$ cat config.mk
export PLATFORM = sky130hd
export DESIGN_NAME = eph_core
export DESIGN_NICKNAME = d
export VERILOG_FILES = /design/src/eph_pkg.sv /design/src/eph_regmem.sv /design/src/eph_core.sv
export VERILOG_INCLUDE_DIRS = /design/src /design/src/src
export SDC_FILE = /design/constraint.sdc
export NUM_CORES = 1
export LEC_CHECK = 0
export BUFFER_PORTS_ARGS = -buffer_cell sky130_fd_sc_hd__buf_2
export CAP_MARGIN = 15
export CORE_MARGIN = 2
export CORE_UTILIZATION = 60
export DETAILED_ROUTE_END_ITERATION = 12
export PLACE_DENSITY = 0.82
export SKIP_LAST_GASP = 1
export SLEW_MARGIN = 20
export SYNTH_ARGS = -nofsm -noshare
export SYNTH_HDL_FRONTEND = slang
export SYNTH_SLANG_ARGS = --single-unit
$ cat constraint.sdc
create_clock -name SYS_CLK -period 6 [get_ports SYS_CLK]
set_input_delay 0.6 -clock SYS_CLK [delete_from_list [all_inputs] [get_ports SYS_CLK]]
set_output_delay 0.6 -clock SYS_CLK [all_outputs]
set_load 0.02 [all_outputs]
$ cat src/eph_consts.svh
/*
 Timing counts, register offsets, field positions, reset values and line
 symbols of the Ethernet PHY digital core.
 Assumes the core runs from one 100 MHz clock and includes this header.
*/
`ifndef EPH_CONSTS_SVH
`define EPH_CONSTS_SVH
// Operation
// - 100M: MAC nibbles become a serial line bit stream.
// - Transmit order: 4B/5B, then scrambler, then NRZI.
// - Receive clock recovered from NRZI edges; NRZI converted back to NRZ.
// - Receive: descramble, 4B/5B decode, nibbles to the MAC side.
// - Generate the 125, 25 and 20 MHz timing bases internally; the core makes only 25 and 20 MHz enables from SYS_CLK.
// - Reference source follows the interface mode strap.
// - 10M: receive clock keeps running between frames.
// - 10M: short collision pulse after each transmitted frame.
// - 10M: transmit enable high over 20 ms disables transmitter, collision high.
// - After jabber, enable low over 250 ms re-enables, collision low.
// - Auto-negotiation on when strap or control bit 12 asks.
// - Pick highest common: 100FD, 100HD, 10FD, 10HD.
// - Partner without negotiation: mode from detected fixed signalling.
// - Management slave answers strapped address 1 to 7.
// - Address 0 is broadcast: reads and writes served.
// - 16-bit management registers; 0 to 6 standard, more vendor; the core decodes 0 to 4, and 5 and 6 come from the vendor store.
// - Frame: 32 ones preamble, start 01, opcode 10 read, 01 write.
// - PHY address, register address, turnaround Z0 or 10, 16 data bits.
// - Two lines: controller clock and shared data.
// - Upper two PHY address bits always zero.
`define EPH_CLK_MHZ 100
`define EPH_LINE_MHZ 25
`define EPH_TICK_MHZ 20
`define EPH_JAB_MS 20
`define EPH_UNJAB_MS 250
`define EPH_SQE_NS 1000
`define EPH_PRE_ONES 6'h20
`define EPH_LOCK_BITS 5'h1E
`define EPH_4B5B 80'hEF37_ABDA_727B_96AA_D13E
`define EPH_SYM_I 5'h1F
`define EPH_SYM_J 5'h18
`define EPH_SYM_K 5'h11
`define EPH_SYM_T 5'h0D
`define EPH_SYM_R 5'h07
`define EPH_OP_RD 2'h2
`define EPH_OP_WR 2'h1
`define EPH_REG_CTRL 5'h00
`define EPH_REG_STAT 5'h01
`define EPH_REG_ID1 5'h02
`define EPH_REG_ID2 5'h03
`define EPH_REG_ADV 5'h04
`define EPH_CTRL_SPEED 13
`define EPH_CTRL_AN 12
`define EPH_CTRL_ANRST 9
`define EPH_CTRL_DUP 8
`define EPH_ADV_LO 5
`define EPH_ADV_SEL 5'h01
`define EPH_LFSR_SEED 11'h7FF
`endif

$ cat src/eph_pkg.sv
/*
 Types shared by the Ethernet PHY digital core and its testbench.
 Assumes nothing beyond a SystemVerilog compiler.
*/
package eph_pkg;
    typedef enum logic [2:0] {EM_NONE, EM_10H, EM_10F, EM_100H, EM_100F}
        eph_mode_e;
    typedef enum logic [1:0] {TP_IDLE, TP_K, TP_DATA, TP_R} eph_txph_e;
    typedef enum logic [2:0] {MS_PRE, MS_HDR, MS_TA, MS_RD, MS_WR}
        eph_mdio_e;
    typedef struct packed {
        logic dv;
        logic er;
        logic [3:0] d;
    } eph_rx_s;
    typedef struct packed {
        logic st;
        logic [1:0] op;
        logic [4:0] phy;
        logic [4:0] ra;
    } eph_hdr_s;
endpackage

$ cat src/eph_regmem.sv
/*
 Vendor management register store, 32 words of 16 bits.
 Assumes one writer and one reader on the core clock; read data is
 registered and words never written read as zero.
*/
`timescale 1ns/1ps
module eph_regmem (
    input wire logic clk,
    input wire logic srst,
    input wire logic wr_en,
    input wire logic [4:0] wr_addr,
    input wire logic [15:0] wr_data,
    input wire logic rd_en,
    input wire logic [4:0] rd_addr,
    output logic [15:0] rd_data
);
    logic [15:0] mem [0:31];
    logic [31:0] vld_ff;

    always_ff @(posedge clk) begin
        if (wr_en) begin
            mem[wr_addr] <= wr_data;
        end
    end

    always_ff @(posedge clk) begin
        if (srst) begin
            vld_ff <= 32'h0000_0000;
        end else if (wr_en) begin
            vld_ff[wr_addr] <= 1'b1;
        end
    end

    always_ff @(posedge clk) begin
        if (srst) begin
            rd_data <= 16'h0000;
        end else if (rd_en) begin
            rd_data <= vld_ff[rd_addr] ? mem[rd_addr] : 16'h0000;
        end
    end
endmodule

$ cat src/eph_core.sv
/*
 Digital core of a 10/100 PHY: 100M coding paths, timing bases, 10M
 collision test and jabber, auto-negotiation resolve, management slave.
 Assumes every input except SRST comes from outside the clock domain.
*/
`timescale 1ns/1ps
`include "eph_consts.svh"
module eph_core #(
    parameter int JAB_TICKS = `EPH_JAB_MS * `EPH_TICK_MHZ * 1000,
    parameter int UNJAB_TICKS = `EPH_UNJAB_MS * `EPH_TICK_MHZ * 1000,
    parameter logic [15:0] ID_HI = 16'h0A5A, // Arbitrary value.
    parameter logic [15:0] ID_LO = 16'h5A50 // Arbitrary value.
) (
    input wire logic SYS_CLK,
    input wire logic SRST,
    input wire logic [2:0] PHY_ADDRESS_STRAPS,
    input wire logic STRAP_AN_EN,
    input wire logic STRAP_SPEED,
    input wire logic STRAP_HALF,
    input wire logic [1:0] STRAP_REF_MODE,
    input wire logic TX_EN,
    input wire logic [3:0] TXD,
    output logic TX_NIB_STB,
    output logic TX_LINE,
    input wire logic RX_LINE,
    output logic RX_CLK,
    output logic RX_DV,
    output logic RX_ER,
    output logic [3:0] RXD,
    output logic CRS,
    output logic COL,
    input wire logic LP_AN_VALID,
    input wire logic [3:0] LP_ABILITY,
    input wire logic DET_100,
    input wire logic DET_10,
    output eph_pkg::eph_mode_e LINK_MODE,
    output logic AN_DONE,
    output logic [1:0] REF_SEL,
    input wire logic MDC,
    input wire logic MDIO_I,
    output logic MDIO_O,
    output logic MDIO_OE
);
    localparam int LINE_DIV = `EPH_CLK_MHZ / `EPH_LINE_MHZ;
    localparam int TICK_DIV = `EPH_CLK_MHZ / `EPH_TICK_MHZ;
    localparam int SQE_TICKS = `EPH_SQE_NS * `EPH_TICK_MHZ / 1000;

    function automatic logic [4:0] enc(input logic [3:0] n);
        logic [79:0] tab;
        tab = `EPH_4B5B;
        return tab[5 * n +: 5];
    endfunction

    function automatic logic [4:0] dec(input logic [4:0] s);
        logic [79:0] tab;
        logic [4:0] r;
        tab = `EPH_4B5B;
        r = 5'h00;
        for (int i = 0; i < 16; i++) begin
            if (tab[5 * i +: 5] == s) begin
                r = {1'b1, 4'(i)};
            end
        end
        return r;
    endfunction

    function automatic eph_pkg::eph_mode_e best(input logic [3:0] c);
        if (c[3]) return eph_pkg::EM_100F;
        else if (c[2]) return eph_pkg::EM_100H;
        else if (c[1]) return eph_pkg::EM_10F;
        else if (c[0]) return eph_pkg::EM_10H;
        else return eph_pkg::EM_NONE;
    endfunction

    // Pin synchronisers; only the second stage is read.
    logic [22:0] sy1_ff, sy2_ff;
    always_ff @(posedge SYS_CLK) begin
        sy1_ff <= {TX_EN, TXD, RX_LINE, LP_AN_VALID, LP_ABILITY, DET_100,
                   DET_10, MDC, MDIO_I, PHY_ADDRESS_STRAPS, STRAP_AN_EN,
                   STRAP_SPEED, STRAP_HALF, STRAP_REF_MODE};
        sy2_ff <= sy1_ff;
    end
    wire tx_en_s = sy2_ff[22];
    wire [3:0] txd_s = sy2_ff[21:18];
    wire rx_l = sy2_ff[17];
    wire lp_ok = sy2_ff[16];
    wire [3:0] lp_ab = sy2_ff[15:12];
    wire det100 = sy2_ff[11];
    wire det10 = sy2_ff[10];
    wire mdc_s = sy2_ff[9];
    wire mdio_s = sy2_ff[8];

    // Timing bases: SYS_CLK stands in for the fastest rate.
    logic [1:0] d25_ff;
    logic [2:0] d20_ff;
    always_ff @(posedge SYS_CLK) begin
        if (SRST || d25_ff == 2'(LINE_DIV - 1)) d25_ff <= 2'h0;
        else d25_ff <= d25_ff + 2'h1;
        if (SRST || d20_ff == 3'(TICK_DIV - 1)) d20_ff <= 3'h0;
        else d20_ff <= d20_ff + 3'h1;
    end
    wire bit_en = d25_ff == 2'(LINE_DIV - 1);
    wire en20 = d20_ff == 3'(TICK_DIV - 1);

    // Straps are caught while reset is held.
    logic [4:0] my_addr_ff;
    logic an_strap_ff;
    always_ff @(posedge SYS_CLK) begin
        if (SRST) begin
            my_addr_ff <= {2'h0, sy2_ff[7:5]};
            an_strap_ff <= sy2_ff[4];
            REF_SEL <= sy2_ff[1:0];
        end
    end

    // Control and advertisement registers.
    logic [15:0] ctrl_ff;
    logic [3:0] adv_ff;
    logic wr_go_ff, rd_go_ff;
    logic [15:0] wdat_ff;
    eph_pkg::eph_hdr_s hdr_ff;
    always_ff @(posedge SYS_CLK) begin
        if (SRST) begin
            ctrl_ff <= 16'h0000;
            ctrl_ff[`EPH_CTRL_SPEED] <= sy2_ff[3];
            ctrl_ff[`EPH_CTRL_AN] <= sy2_ff[4];
            ctrl_ff[`EPH_CTRL_DUP] <= ~sy2_ff[2];
            adv_ff <= sy2_ff[3] ? 4'hF : 4'h3;
        end else if (wr_go_ff && hdr_ff.ra == `EPH_REG_CTRL) begin
            ctrl_ff <= wdat_ff;
        end else if (wr_go_ff && hdr_ff.ra == `EPH_REG_ADV) begin
            adv_ff <= wdat_ff[`EPH_ADV_LO +: 4];
        end else begin
            ctrl_ff[`EPH_CTRL_ANRST] <= 1'b0;
        end
    end

    // Auto-negotiation resolve and parallel detection.
    wire an_en = an_strap_ff | ctrl_ff[`EPH_CTRL_AN];
    wire an_rst = ctrl_ff[`EPH_CTRL_ANRST];
    wire [3:0] common = adv_ff & lp_ab;
    eph_pkg::eph_mode_e mode_ff;
    logic done_ff;
    always_ff @(posedge SYS_CLK) begin
        if (SRST || an_rst) begin
            mode_ff <= eph_pkg::EM_NONE;
            done_ff <= 1'b0;
        end else if (!an_en) begin
            mode_ff <= best(4'h1 << {ctrl_ff[`EPH_CTRL_SPEED],
                                     ctrl_ff[`EPH_CTRL_DUP]});
            done_ff <= 1'b0;
        end else if (lp_ok) begin
            mode_ff <= best(common);
            done_ff <= 1'b1;
        end else begin
            done_ff <= det100 | det10;
            mode_ff <= det100 ? eph_pkg::EM_100H :
                       det10 ? eph_pkg::EM_10H : eph_pkg::EM_NONE;
        end
    end
    assign LINK_MODE = mode_ff;
    assign AN_DONE = done_ff;
    wire speed10 = mode_ff == eph_pkg::EM_10H || mode_ff == eph_pkg::EM_10F;
    wire half = mode_ff == eph_pkg::EM_10H || mode_ff == eph_pkg::EM_100H;

    // Jabber supervision and collision test, counted on the 20 MHz tick.
    logic jab_ff, txen_d_ff;
    logic [22:0] jcnt_ff;
    logic [4:0] sqe_ff;
    always_ff @(posedge SYS_CLK) begin
        if (SRST || !speed10) begin
            jab_ff <= 1'b0;
            jcnt_ff <= 23'h00_0000;
        end else if (en20) begin
            if (tx_en_s != jab_ff) begin
                jcnt_ff <= jcnt_ff + 23'h00_0001;
            end else begin
                jcnt_ff <= 23'h00_0000;
            end
            if (!jab_ff && tx_en_s && jcnt_ff >= 23'(JAB_TICKS - 1)) begin
                jab_ff <= 1'b1;
                jcnt_ff <= 23'h00_0000;
            end
            if (jab_ff && !tx_en_s && jcnt_ff >= 23'(UNJAB_TICKS - 1)) begin
                jab_ff <= 1'b0;
                jcnt_ff <= 23'h00_0000;
            end
        end
    end
    always_ff @(posedge SYS_CLK) begin
        txen_d_ff <= SRST ? 1'b0 : tx_en_s;
        if (SRST) begin
            sqe_ff <= 5'h00;
        end else if (speed10 && txen_d_ff && !tx_en_s && !jab_ff) begin
            sqe_ff <= 5'(SQE_TICKS);
        end else if (en20 && sqe_ff != 5'h00) begin
            sqe_ff <= sqe_ff - 5'h01;
        end
    end

    // 100M transmit: symbol select, scrambler, NRZI.
    eph_pkg::eph_txph_e tph_ff;
    logic [4:0] tsh_ff;
    logic [2:0] tbc_ff;
    logic [10:0] tlfsr_ff;
    wire tx_go = tx_en_s && !jab_ff;
    wire tkey = tlfsr_ff[10] ^ tlfsr_ff[8];
    wire scr_bit = tsh_ff[4] ^ tkey;
    always_ff @(posedge SYS_CLK) begin
        if (SRST) begin
            tph_ff <= eph_pkg::TP_IDLE;
            tsh_ff <= `EPH_SYM_I;
            tbc_ff <= 3'h0;
            tlfsr_ff <= `EPH_LFSR_SEED;
            TX_LINE <= 1'b0;
            TX_NIB_STB <= 1'b0;
        end else begin
            TX_NIB_STB <= 1'b0;
            if (bit_en) begin
                tlfsr_ff <= {tlfsr_ff[9:0], tkey};
                TX_LINE <= TX_LINE ^ scr_bit;
                tbc_ff <= tbc_ff + 3'h1;
                tsh_ff <= {tsh_ff[3:0], 1'b0};
                if (tbc_ff == 3'h4) begin
                    tbc_ff <= 3'h0;
                    TX_NIB_STB <= 1'b1;
                    case (tph_ff)
                        eph_pkg::TP_IDLE: begin
                            tsh_ff <= tx_go ? `EPH_SYM_J : `EPH_SYM_I;
                            if (tx_go) tph_ff <= eph_pkg::TP_K;
                        end
                        eph_pkg::TP_K: begin
                            tsh_ff <= `EPH_SYM_K;
                            tph_ff <= eph_pkg::TP_DATA;
                        end
                        eph_pkg::TP_DATA: begin
                            tsh_ff <= tx_go ? enc(txd_s) : `EPH_SYM_T;
                            if (!tx_go) tph_ff <= eph_pkg::TP_R;
                        end
                        eph_pkg::TP_R: begin
                            tsh_ff <= `EPH_SYM_R;
                            tph_ff <= eph_pkg::TP_IDLE;
                        end
                        default: begin
                            tsh_ff <= `EPH_SYM_I;
                            tph_ff <= eph_pkg::TP_IDLE;
                        end
                    endcase
                end
            end
        end
    end

    // 100M receive: edge-aligned bit clock, NRZI to NRZ, descrambler.
    logic rs3_ff, smp_ff, rlock_ff, rin_ff;
    logic [1:0] rph_ff;
    logic [4:0] lcnt_ff;
    logic [10:0] rlfsr_ff;
    logic [9:0] win_ff;
    logic [2:0] rbc_ff;
    eph_pkg::eph_rx_s rx_ff;
    wire rx_bit_en = rph_ff == 2'h2 && rx_l == rs3_ff;
    wire nrz = rx_l ^ smp_ff;
    wire rkey = rlfsr_ff[10] ^ rlfsr_ff[8];
    wire dbit = nrz ^ rkey;
    wire [9:0] nwin = {win_ff[8:0], dbit};
    wire [4:0] dsym = dec(nwin[4:0]);
    always_ff @(posedge SYS_CLK) begin
        rs3_ff <= rx_l;
        rph_ff <= (SRST || rx_l != rs3_ff) ? 2'h0 : rph_ff + 2'h1;
        if (SRST) begin
            smp_ff <= 1'b0;
            rlock_ff <= 1'b0;
            lcnt_ff <= 5'h00;
            rlfsr_ff <= `EPH_LFSR_SEED;
        end else if (rx_bit_en) begin
            smp_ff <= rx_l;
            // Idle is all ones, so the line gives the scrambler state.
            rlfsr_ff <= {rlfsr_ff[9:0], rlock_ff ? rkey : ~nrz};
            if (!rlock_ff) lcnt_ff <= lcnt_ff + 5'h01;
            if (lcnt_ff == `EPH_LOCK_BITS) rlock_ff <= 1'b1;
        end
    end
    always_ff @(posedge SYS_CLK) begin
        if (SRST) begin
            win_ff <= 10'h3FF;
            rin_ff <= 1'b0;
            rbc_ff <= 3'h0;
            rx_ff <= '0;
        end else if (rx_bit_en && rlock_ff) begin
            win_ff <= nwin;
            rbc_ff <= (rbc_ff == 3'h4) ? 3'h0 : rbc_ff + 3'h1;
            if (!rin_ff && nwin == {`EPH_SYM_J, `EPH_SYM_K}) begin
                rin_ff <= 1'b1;
                rbc_ff <= 3'h0;
                rx_ff <= '{dv: 1'b1, er: 1'b0, d: 4'h5};
            end else if (rin_ff && rbc_ff == 3'h4) begin
                if (nwin[4:0] == `EPH_SYM_T || nwin[4:0] == `EPH_SYM_I) begin
                    rin_ff <= 1'b0;
                    rx_ff <= '0;
                end else begin
                    rx_ff <= '{dv: 1'b1, er: !dsym[4], d: dsym[3:0]};
                end
            end
        end
    end
    assign RX_DV = rx_ff.dv;
    assign RX_ER = rx_ff.er;
    assign RXD = rx_ff.d;
    assign CRS = rin_ff;

    // Receive clock from the recovered phase once locked, or free running in 10M and before lock.
    always_ff @(posedge SYS_CLK) begin
        if (SRST) begin
            RX_CLK <= 1'b0;
            COL <= 1'b0;
        end else begin
            if (!speed10 && rlock_ff) RX_CLK <= rph_ff < 2'h2;
            else if (bit_en) RX_CLK <= ~RX_CLK;
            COL <= jab_ff || sqe_ff != 5'h00 ||
                   (half && tph_ff != eph_pkg::TP_IDLE && rin_ff);
        end
    end

    // Management slave; MDC edges found by sampling.
    eph_pkg::eph_mdio_e ms_ff;
    logic mdc_d_ff;
    logic [5:0] pcnt_ff;
    logic [3:0] bcnt_ff;
    logic [15:0] dsh_ff, rdat, mem_q;
    wire mdc_rise = mdc_s && !mdc_d_ff;
    eph_pkg::eph_hdr_s nh;
    assign nh = eph_pkg::eph_hdr_s'({hdr_ff[11:0], mdio_s});
    wire hit = nh.phy == 5'h00 || nh.phy == my_addr_ff;
    always_comb begin
        case (hdr_ff.ra)
            `EPH_REG_CTRL: rdat = ctrl_ff;
            `EPH_REG_STAT: rdat = {1'b0, 4'hF, 5'h00, done_ff, 2'h1,
                                   mode_ff != eph_pkg::EM_NONE, 2'h1};
            `EPH_REG_ID1: rdat = ID_HI;
            `EPH_REG_ID2: rdat = ID_LO;
            `EPH_REG_ADV: rdat = {7'h00, adv_ff, `EPH_ADV_SEL};
            default: rdat = mem_q;
        endcase
    end
    always_ff @(posedge SYS_CLK) begin
        mdc_d_ff <= SRST ? 1'b0 : mdc_s;
        wr_go_ff <= 1'b0;
        rd_go_ff <= 1'b0;
        if (SRST) begin
            ms_ff <= eph_pkg::MS_PRE;
            pcnt_ff <= 6'h00;
            bcnt_ff <= 4'h0;
            hdr_ff <= '0;
            dsh_ff <= 16'h0000;
            wdat_ff <= 16'h0000;
            MDIO_O <= 1'b0;
            MDIO_OE <= 1'b0;
        end else if (mdc_rise) begin
            bcnt_ff <= bcnt_ff + 4'h1;
            case (ms_ff)
                eph_pkg::MS_PRE: begin
                    bcnt_ff <= 4'h0;
                    hdr_ff <= '0;
                    if (mdio_s && pcnt_ff != `EPH_PRE_ONES) begin
                        pcnt_ff <= pcnt_ff + 6'h01;
                    end else if (!mdio_s) begin
                        pcnt_ff <= 6'h00;
                        if (pcnt_ff == `EPH_PRE_ONES) ms_ff <= eph_pkg::MS_HDR;
                    end
                end
                eph_pkg::MS_HDR: begin
                    hdr_ff <= nh;
                    if (bcnt_ff == 4'hC) begin
                        bcnt_ff <= 4'h0;
                        ms_ff <= eph_pkg::MS_PRE;
                        if (nh.st && hit && (nh.op == `EPH_OP_RD ||
                                             nh.op == `EPH_OP_WR)) begin
                            ms_ff <= eph_pkg::MS_TA;
                            rd_go_ff <= nh.op == `EPH_OP_RD;
                        end
                    end
                end
                eph_pkg::MS_TA: begin
                    if (hdr_ff.op == `EPH_OP_RD) begin
                        MDIO_OE <= 1'b1;
                        MDIO_O <= bcnt_ff[0] ? rdat[15] : 1'b0;
                        dsh_ff <= rdat;
                    end
                    if (bcnt_ff[0]) begin
                        bcnt_ff <= 4'h0;
                        ms_ff <= hdr_ff.op == `EPH_OP_RD ? eph_pkg::MS_RD
                                                         : eph_pkg::MS_WR;
                    end
                end
                eph_pkg::MS_RD: begin
                    dsh_ff <= {dsh_ff[14:0], 1'b0};
                    MDIO_O <= dsh_ff[14];
                    if (bcnt_ff == 4'hF) begin
                        MDIO_OE <= 1'b0;
                        MDIO_O <= 1'b0;
                        ms_ff <= eph_pkg::MS_PRE;
                    end
                end
                eph_pkg::MS_WR: begin
                    dsh_ff <= {dsh_ff[14:0], mdio_s};
                    if (bcnt_ff == 4'hF) begin
                        wdat_ff <= {dsh_ff[14:0], mdio_s};
                        wr_go_ff <= 1'b1;
                        ms_ff <= eph_pkg::MS_PRE;
                    end
                end
                default: begin
                    MDIO_OE <= 1'b0;
                    ms_ff <= eph_pkg::MS_PRE;
                end
            endcase
        end
    end

    eph_regmem u_mem (
        .clk(SYS_CLK),
        .srst(SRST),
        .wr_en(wr_go_ff),
        .wr_addr(hdr_ff.ra),
        .wr_data(wdat_ff),
        .rd_en(rd_go_ff),
        .rd_addr(hdr_ff.ra),
        .rd_data(mem_q)
    );
endmodule

==> results.md, run 1 <==
Detailed routing:
- The count of unresolved DRC violations after routing is 0.
- Before antenna repair, the detailed router went through 6 iterations.
- After detailed routing, the number of vias per cell comes to 6.58.
- The routed via count is 20,200.
- The detailed-route wire length per cell is 25.3 um.
- The total routed wirelength is a little under 80 mm.
- The residual antenna-violating net count after detailed routing is 0.
- The detailed router finished its first iteration with 2,529 violations.

STA:
- The worst hold slack after final layout is between 0.05 and 0.06 ns.
- Timing would allow up to about 320 MHz.
- At the pin with the least slew margin, the transition time is 1.14 ns.
- The period utilization is approximately 50%.
- Measured against its own limit, the worst slew margin works out to 23.8%.
- Subtracting the final worst setup slack from the clock period gives 3.09 ns.
- The total setup violations reported at the end of the flow is 0.
- The total count of hold-check failures in the final report is 0.
- The worst clock skew on the final layout is 0.0363 ns.
- The summed negative setup slack over all endpoints is 0 ns.
- Setup repair after global routing left no endpoint under its margin.
- The max-slew violation count is 0.

Power:
- The completed layout was analyzed and its total power is about 0.011 W.
- IR analysis of the VDD net gives a maximum drop of 0.276 mV.
- The areal power density over the cells is a little over 300 nW/um^2.
- The leakage power summed over all cells is roughly 11 nW.

Logic synthesis:
- The compound-cell area share of the yosys netlist is under 10%.
- The number of enable flip-flop cells after synthesis is between 500 and 600.
- The top flip-flop cell by instance count after synthesis is edfxtp_1.
- By area, the combinational part of the netlist is dominated by multiplexers.
- The adder and majority cell fraction of the synthesized area is 1.07%.
- The mux share of post-synthesis cell area is a little over a tenth.
- The synthesized flop and latch total is 802.
- The gate count of the mapped netlist is 2,273.
- Each instance of the synthesized netlist takes up on average 13.9 sq um.
- After synthesis the cells add up to between 30,000 and 40,000 sq um.
- Of the synthesized area, sequential elements account for approximately two thirds.
- For this run, the number of Yosys warnings is 0.
- Of the total synthesized cell area, the portion taken by AND, OR, NAND and NOR gates is 9.35%.
- The share of synthesized flip-flops with an asynchronous set or reset is 0%.
- Synthesis produced a netlist with a net count of roughly 2,300.
- The synthesized netlist contains between 70 and 80 unique library cells.
- The fraction of synthesized cell area in xor and xnor cells is less than 1%.

Worst setup path:
- The data required time of the worst path is about 6.5 ns.
- STA classifies the critical path startpoint as a flop.
- The arrival time at the worst endpoint is 3.62 ns.
- STA classifies the critical path endpoint as a flop.
- The largest driver fanout on the critical path is 70.
- By startpoint and endpoint, the worst setup path is classified as reg -> reg.

Place:
- The global placement routability congestion is just under 0.9.
- The half-perimeter wire length after placement is roughly 45 mm.
- The count of buffers added on input and output ports is 43.

Global route:
- Entering global routing, the biggest net connects 90 pins.
- The first global-routing pass estimated 116 mm of wire.
- The number of antenna violations at the first check in global routing is 3.
- The via count of the first global-routing pass is 19,800.
- The total congestion overflow is 0.
- Global routing used ~29% of the available tracks.

Outcome:
- The run finished with clean final reports.

Final layout:
- The synthesis-to-finish area growth is 11.2%.
- Cells with a size suffix above 1 make up 16.0% of the layout.
- Measured on the finished design, the core utilization comes to between 60% and 70%.
- The layout has roughly 3,400 filler cells.
- The final-stage net count is around 2,400.

Floorplan:
- The number of top-level design ports is 44.
- The standard-cell row count is 84.
- The floorplan step defined a die boundary enclosing 54,500 sq um.
- The die extent in y is ~230 um.
- The area of the core is ~52,000 sq um.
- The die width is 233 um.
- The initial utilization of the core area, before any placement, comes to between 60% and 70%.

Clock network:
- In this run, CTS created clock tree buffers numbering 77.
- Once the clock tree was built, the resizer swapped 0 gates to a different size.
- The clock tree root buffer cell is clkbuf_16.
- The largest buffer count on any clock path is 3.
- The H-tree level count is 3.
- The CTS sink count is around 800.
- The clock network latency to the later pin of the worst-skew pair is about 0.64 ns.
- The number of buffers inserted by hold repair at cts is 0.
- Once the clock tree was built, the setup fixing pass inserted 0 buffers.
- The clock tree from TritonCTS is yes.
- The clock transition at the register clock pins on the worst setup and hold paths after CTS is roughly 0.070 ns.

Flow run:
- The number of maximum-capacitance violations is 0.

Hold path:
- The kind of path behind the tightest hold check is in -> reg.
final cells by class:
cell class | count | area [sq um] | area share (%)
timing repair buffer | 103 | 684 | 1.95
antenna | 1 | 2.50 | 0.00713
clock inverter | 33 | 323 | 0.919
multi-input combinational | 1285 | 9540 | 27.2
sequential | 802 | 21300 | 60.8
tap | 688 | 861 | 2.45
clock buffer | 111 | 2200 | 6.26
inverter | 45 | 169 | 0.481
cells by family after synthesis:
logic type	after synthesis
simple gates	649
fa+ha+maj	27
xor+xnor	35
flops	802
buf+inv	186
compound gates	357
mux	217
placed cells by master (no fill, tap or decap), types with 18 or more instances in the layout:
master and instances:
edfxtp_1 525, a221oi_1 36, buf_2 42, o211ai_1 24, ha_1 27, dfxtp_1 262, nand2_1 232, nor2_1 171
inv_1 42, o21ai_0 42, buf_4 59, nand3_1 74, mux4_2 99, xor2_1 19, nor3_1 30, clkbuf_1 22
nor2_2 18, nand2b_1 22, mux2i_1 111, nand4_1 23, clkbuf_16 79, a21oi_1 104
synthesized netlist by cell type, types with 9 or more instances:
master,count,area (sq um)
a211oi_1,10,75.1
a21oi_1,104,521
a221oi_1,36,315
a22o_1,11,96.3
a22oi_1,13,97.6
a311oi_1,15,131
a31oi_1,13,81.3
buf_1,12,45.0
buf_2,14,70.1
buf_4,9,67.6
clkbuf_1,98,368
dfxtp_1,277,5550
edfxtp_1,525,15800
ha_1,27,338
inv_1,43,161
mux2i_1,111,1110
mux4_2,99,2230
nand2_1,232,871
nand2b_1,22,138
nand3_1,74,370
nand3b_1,9,67.6
nand4_1,23,144
nor2_1,189,709
nor2b_1,9,56.3
nor3_1,31,155
nor4_1,9,56.3
o211ai_1,24,180
o21ai_0,42,210
o22ai_1,15,93.8
o31ai_1,10,75.1
xnor2_1,16,140
xor2_1,19,166
metrics by stage:
| stage | instance area [sq um] | cells | setup WS (ns) |
|---|---|---|---|
| floorplan | 31600 | 2273 | 3.39 |
| global placement | 32600 | 2922 | 2.95 |
| detailed placement | 32600 | 2922 | 2.94 |
| CTS | 35100 | 3066 | 2.89 |
| global route | 35100 | 3067 | 2.76 |
| finish | 35100 | 3068 | 2.91 |
worst max-delay path: stages (launching register included):
cell and delay [ns]:
dfxtp_4 0.93, buf_12 0.52, mux4_2 0.58, mux2_2 0.27, o211ai_1 0.30, o31ai_1 0.12, a22o_1 0.22
sequential cells by signal, indices dropped and copies added, names as in the netlist, 5 cells and up, named ones only:
register	count
ctrl_ff	16
dsh_ff	15
hdr_ff	12
jcnt_ff	23
lcnt_ff	5
pcnt_ff	6
rlfsr_ff	11
sqe_ff	5
sy1_ff	23
sy2_ff	23
tlfsr_ff	11
tsh_ff	5
u_mem.mem	512
u_mem.rd_data	16
u_mem.vld_ff	32
wdat_ff	16
win_ff	9
where the power goes:
group / switching [W] / internal (W)
clock network: 0.00209 / 0.00271
logic: 0.0000914 / 0.0000448
registers: 0.0000244 / 0.00585
layer usage:
metal,GRT usage [%],share of wire [%],vias up
met4,12.7,4.1,4
li1,-,-,8698
met1,37.1,37,10000
met5,0,0.030,-
met3,7.04,11,234
met2,46.5,48,1233
worst paths after layout:
check	from	to	slack, ns	cells past startpoint
setup / recovery	flop	u_mem.rd_data[15]	2.91	6
hold / removal	PHY_ADDRESS_STRAPS[2]	sy1_ff[7]	0.06	1
setup reg to reg	flop	u_mem.rd_data[15]	2.91	6
hold reg to reg	sy1_ff[19]	sy2_ff[19]	0.33	0
Note: power is estimated with default switching activity, not from simulation.
==> inputs of run 2 (changes only) <==
--- a/config.mk
+++ b/config.mk
@@ -6,10 +6,11 @@
 export SDC_FILE = /design/constraint.sdc
 export NUM_CORES = 1
 export LEC_CHECK = 0
+export ABC_AREA = 1
 export BUFFER_PORTS_ARGS = -buffer_cell sky130_fd_sc_hd__buf_2
 export CAP_MARGIN = 15
 export CORE_MARGIN = 2
-export CORE_UTILIZATION = 60
+export CORE_UTILIZATION = 57
 export DETAILED_ROUTE_END_ITERATION = 12
 export PLACE_DENSITY = 0.82
 export SKIP_LAST_GASP = 1
==> constraint.sdc (replaced) <==
create_clock -name SYS_CLK -period 2.8 [get_ports SYS_CLK]
set_input_delay 0.28 -clock SYS_CLK [delete_from_list [all_inputs] [get_ports SYS_CLK]]
set_output_delay 0.28 -clock SYS_CLK [all_outputs]
set_load 0.02 [all_outputs]
==> run 2 against run 1 <==
Compared with the run above: core utilization fell by 1.9 points; flip-flop and latch count did not move; highest routed layer unchanged; worst setup slack worse by 2.4 ns; sequential power rose by 110%; fmax rose by 33%; sequential share of layout area is 2.9 points lower.
==> results.md, run 2 <==
STA:
- Setup violations remaining at the end of the flow were counted as 0.
- Subtracting the final worst setup slack from the clock period gives ~2.3 ns.
- The total count of hold-check failures in the final report came to 0.
- Setup repair after global routing left no endpoint under its margin.
- The max-slew violation count was 0.
- The peak clock frequency supported by timing is roughly 430 MHz.
- The transition time at the pin with the least slew margin is 1.00 ns.
- The worst relative slew slack is 33.2%.
- The worst clock skew on the final layout is ~0.024 ns.
- Of the available clock period, the critical path in the final layout requires between 80% and 90%.
- The summed negative setup slack over all endpoints is 0 ns.

Floorplan:
- The die extent in y is between 200 and 250 um.
- Once the floorplan was initialized, standard cells occupied 57.8% of the core.
- The total die area is 59,200 sq um.
- In this run the core area contains slightly below 90 standard-cell rows.
- In this run the count of I/O pins placed on the die edge is between 40 and 50.
- Measured along the x axis, the die boundary spans ~240 um.
- The total area inside the core boundary comes to 56,500 sq um.

Detailed routing:
- The routed via count is roughly 24,000.
- For this run, design rule violations remaining after detail routing come to 0.
- In the final routed layout, each cell accounts on average for around 20 um.
- The ratio of routed vias to standard cells is just under 6.
- The total routed wirelength is 83.2 mm.
- In this run the remaining antenna-violating nets after routing total 0.
- The first detailed-routing pass took 8 iterations.
- The first routing iteration left about 2,800 violations.

Logic synthesis:
- Dividing the synthesized area by the synthesized cell count gives 10.1 sq um.
- The number of enable flip-flop cells after synthesis is between 500 and 600.
- The most used flip-flop cell after synthesis is edfxtp_1.
- The synthesized flop and latch total is roughly 800.
- The number of different library cells used by synthesis comes to 52.
- In the post-synthesis netlist, the biggest area contributors are edfxtp_1 (48%), dfxtp_1 (17%), nor2_1 (7.7%), nand2_1 (4.5%), o21ai_0 (4.0%).
- The fraction of the yosys area taken by sequential cells is around 65%.
- The total of warnings raised by yosys is 0.
- The area share of the largest cell type after synthesis is between 40% and 50%.
- The most common cell in the synthesized netlist is nor2_1.
- Ranked by instance count, the synthesized netlist is headed by nor2_1 (670), edfxtp_1 (525), nand2_1 (392).
- The gate count of the mapped netlist is about 3,200.
- The synthesized netlist occupies a cell area of roughly 33,000 sq um.
- After synthesis, the share of flip-flops with an asynchronous set or reset is 0%.
- The number of nets in the synthesized netlist is between 3,000 and 4,000.
- The synthesized design spends more area on one cell type than any other, namely edfxtp_1.

Global route:
- The number of antenna violations at the first check in global routing is 2.
- The first-pass GRT wire length is ~130 mm.
- After global routing the overflow that remains totals 0.
- The maximum number of pins on one net before global-route repair is roughly 140.
- The via count of the first global-routing pass is roughly 24,000.
- For this run, the total global-route usage over all layers was measured as 27.9%.

Worst setup path:
- The nature of the critical path startpoint is a flop.
- In this run the register-to-register setup slack is about 0.47 ns.
- Data on the critical path arrives at its endpoint at between 2 and 3 ns.
- The type of element capturing the critical path is a flop.
- In this run the worst path has a maximum fanout of about 60.
- The path depth of the worst reg2reg path is 10.
- The worst reg2reg path endpoint is u_mem.rd_data[8].
- The data required time of the worst path is between 3 and 4 ns.
- The startpoint-to-endpoint class of the critical path is reg -> reg.

Final layout:
- The register with the most flip-flops is u_mem.mem.
- Fill cells in the final layout number 4,146.
- The top cell types in the final layout, fill and taps aside, are nor2_1 (669), edfxtp_1 (525), nand2_1 (392).
- The count of inserted antenna diode cells is 0.
- Compared with the post-synthesis result, the final layout area differs by 12.8%.
- The final-stage net count is approximately 3,400.
- In the final layout, the registers with the most flip-flops are u_mem.mem (512), u_mem.vld_ff (32).
- Leaving out fill and tap cells, the most frequent cell in the layout is nor2_1.
- The share of post-route cells with drive strength above 1 is around a tenth.
- The flip-flop count of the largest register after layout is between 500 and 600.

Place:
- During placement, the flow inserted port buffers numbering 43.
- The global placement routability congestion is just over 0.9.
- The half-perimeter wire length after placement is roughly 49 mm.

Clock network:
- In this run the clock root is driven by a clkbuf_16.
- The clock tree from TritonCTS is yes.
- The number of CTS-inserted buffers is around 80.
- The clock transition at the register clock pins on the worst setup and hold paths after CTS is 0.06 ns.
- The clock drives approximately 800 sinks.
- The total of cells resized after clock tree synthesis is 0.
- Clock latency on the worst-skew pair, taken at its later pin, is 0.63 ns.
- The largest buffer count on any clock path is 3.
- The H-tree level count is 3.

Outcome:
- The run finished with clean final reports.

Hold path:
- The worst hold path belongs to the class in -> reg.
- The number of cells on the worst hold path is 2.
- The hold-critical path endpoint is sy1_ff[8].
- The startpoint identified for the worst hold timing path is MDIO_I.

Power:
- Power comes to 0.0239 W.
- The areal power density over the cells is ~650 nW/um^2.
- Summed over all cells, the static leakage comes to between 10 and 15 nW.
- The worst-case IR drop observed on VDD is 0.763 mV.

Flow run:
- Max-cap violations in this run came to 0.
-- run 2: report_power, final --
group / total (W) / internal [W] / switching [W]
logic: 0.000336 / 0.000117 / 0.000219
registers: 0.0126 / 0.0125 / 0.0000485
clock network: 0.0109 / 0.00640 / 0.00454
-- run 2: cell families (layout without fill, tap and decap cells) --
| group | count (synthesis) | in the layout | synth area share, % |
|---|---|---|---|
| DFF | 802 | 802 | 65.3 |
| xor gates and xnor gates | 13 | 13 | 0.349 |
| adders and majority gates | 27 | 27 | 1.03 |
| and+or+nand+nor | 1374 | 1374 | 17.4 |
| AOI/OAI and AO/OA | 656 | 656 | 11.3 |
| buffers and inverters | 357 | 498 | 4.61 |
-- run 2: final cells by class --
cell class	count	area, sq um	share of cell area (%)
flip-flops and latches	802	21300	57.9
multi-input cells	2070	9840	26.7
clock buffers	105	2300	6.24
repair buffers	159	1270	3.46
well taps	756	946	2.57
inverters	193	729	1.98
clock inverters	41	427	1.16
-- run 2: metrics by stage --
step                      area (sq um)  utilization, %  std cells  hold WS (ns)  setup WS, ns
after floorplan                  32700               -       3229         0.308         0.485
after global placement           33900            59.9       3956         0.310         0.636
after detailed placement         33900            59.9       3956         0.312         0.532
after CTS                        36800            65.2       4126         0.250         0.494
after global routing             36800            65.2       4126         0.276         0.188
final                            36800            65.2       4126         0.288         0.469
-- run 2: timing repair --
item                                   4_1_cts  5_1_grt
buffers inserted                             0        0
hold buffers                                24        0
endpoints found under the hold margin       27        0
-- run 2: worst max-delay path by stage --
| stage | start | to | cells past startpoint |
|---|---|---|---|
| finish | flop | u_mem.rd_data[8] | 10 |
| global route | sy2_ff[17] | lcnt_ff[4] | 8 |
| CTS | hdr_ff[0] | u_mem.rd_data[2] | 10 |
| detailed placement | hdr_ff[0] | u_mem.rd_data[2] | 10 |
| global placement | hdr_ff[1] | u_mem.rd_data[1] | 10 |
| floorplan | hdr_ff[0] | adv_ff[0] | 8 |
-- run 2: layer usage --
layer  part of all wire [%]  vias to the layer above  wire [um]  global-route usage (%)
met5                  0.016                        -         13                       0
met4                    4.0                        2       3360                    12.9
met3                    9.9                      207       8240                    4.84
met2                     47                     1268      38800                    44.7
met1                     39                    11500      32800                    37.4
li1                       -                    11300          -                       -
-- run 2: critical path, stage by stage, from the launching register on --
cell,delay (ns)
dfxtp_4,0.37
inv_6,0.38
buf_4,0.33
nor2_1,0.07
o211ai_1,0.23
nand3_1,0.23
nand2_1,0.17
nand2_1,0.06
nand2_1,0.13
nand2_2,0.07
a21oi_2,0.16
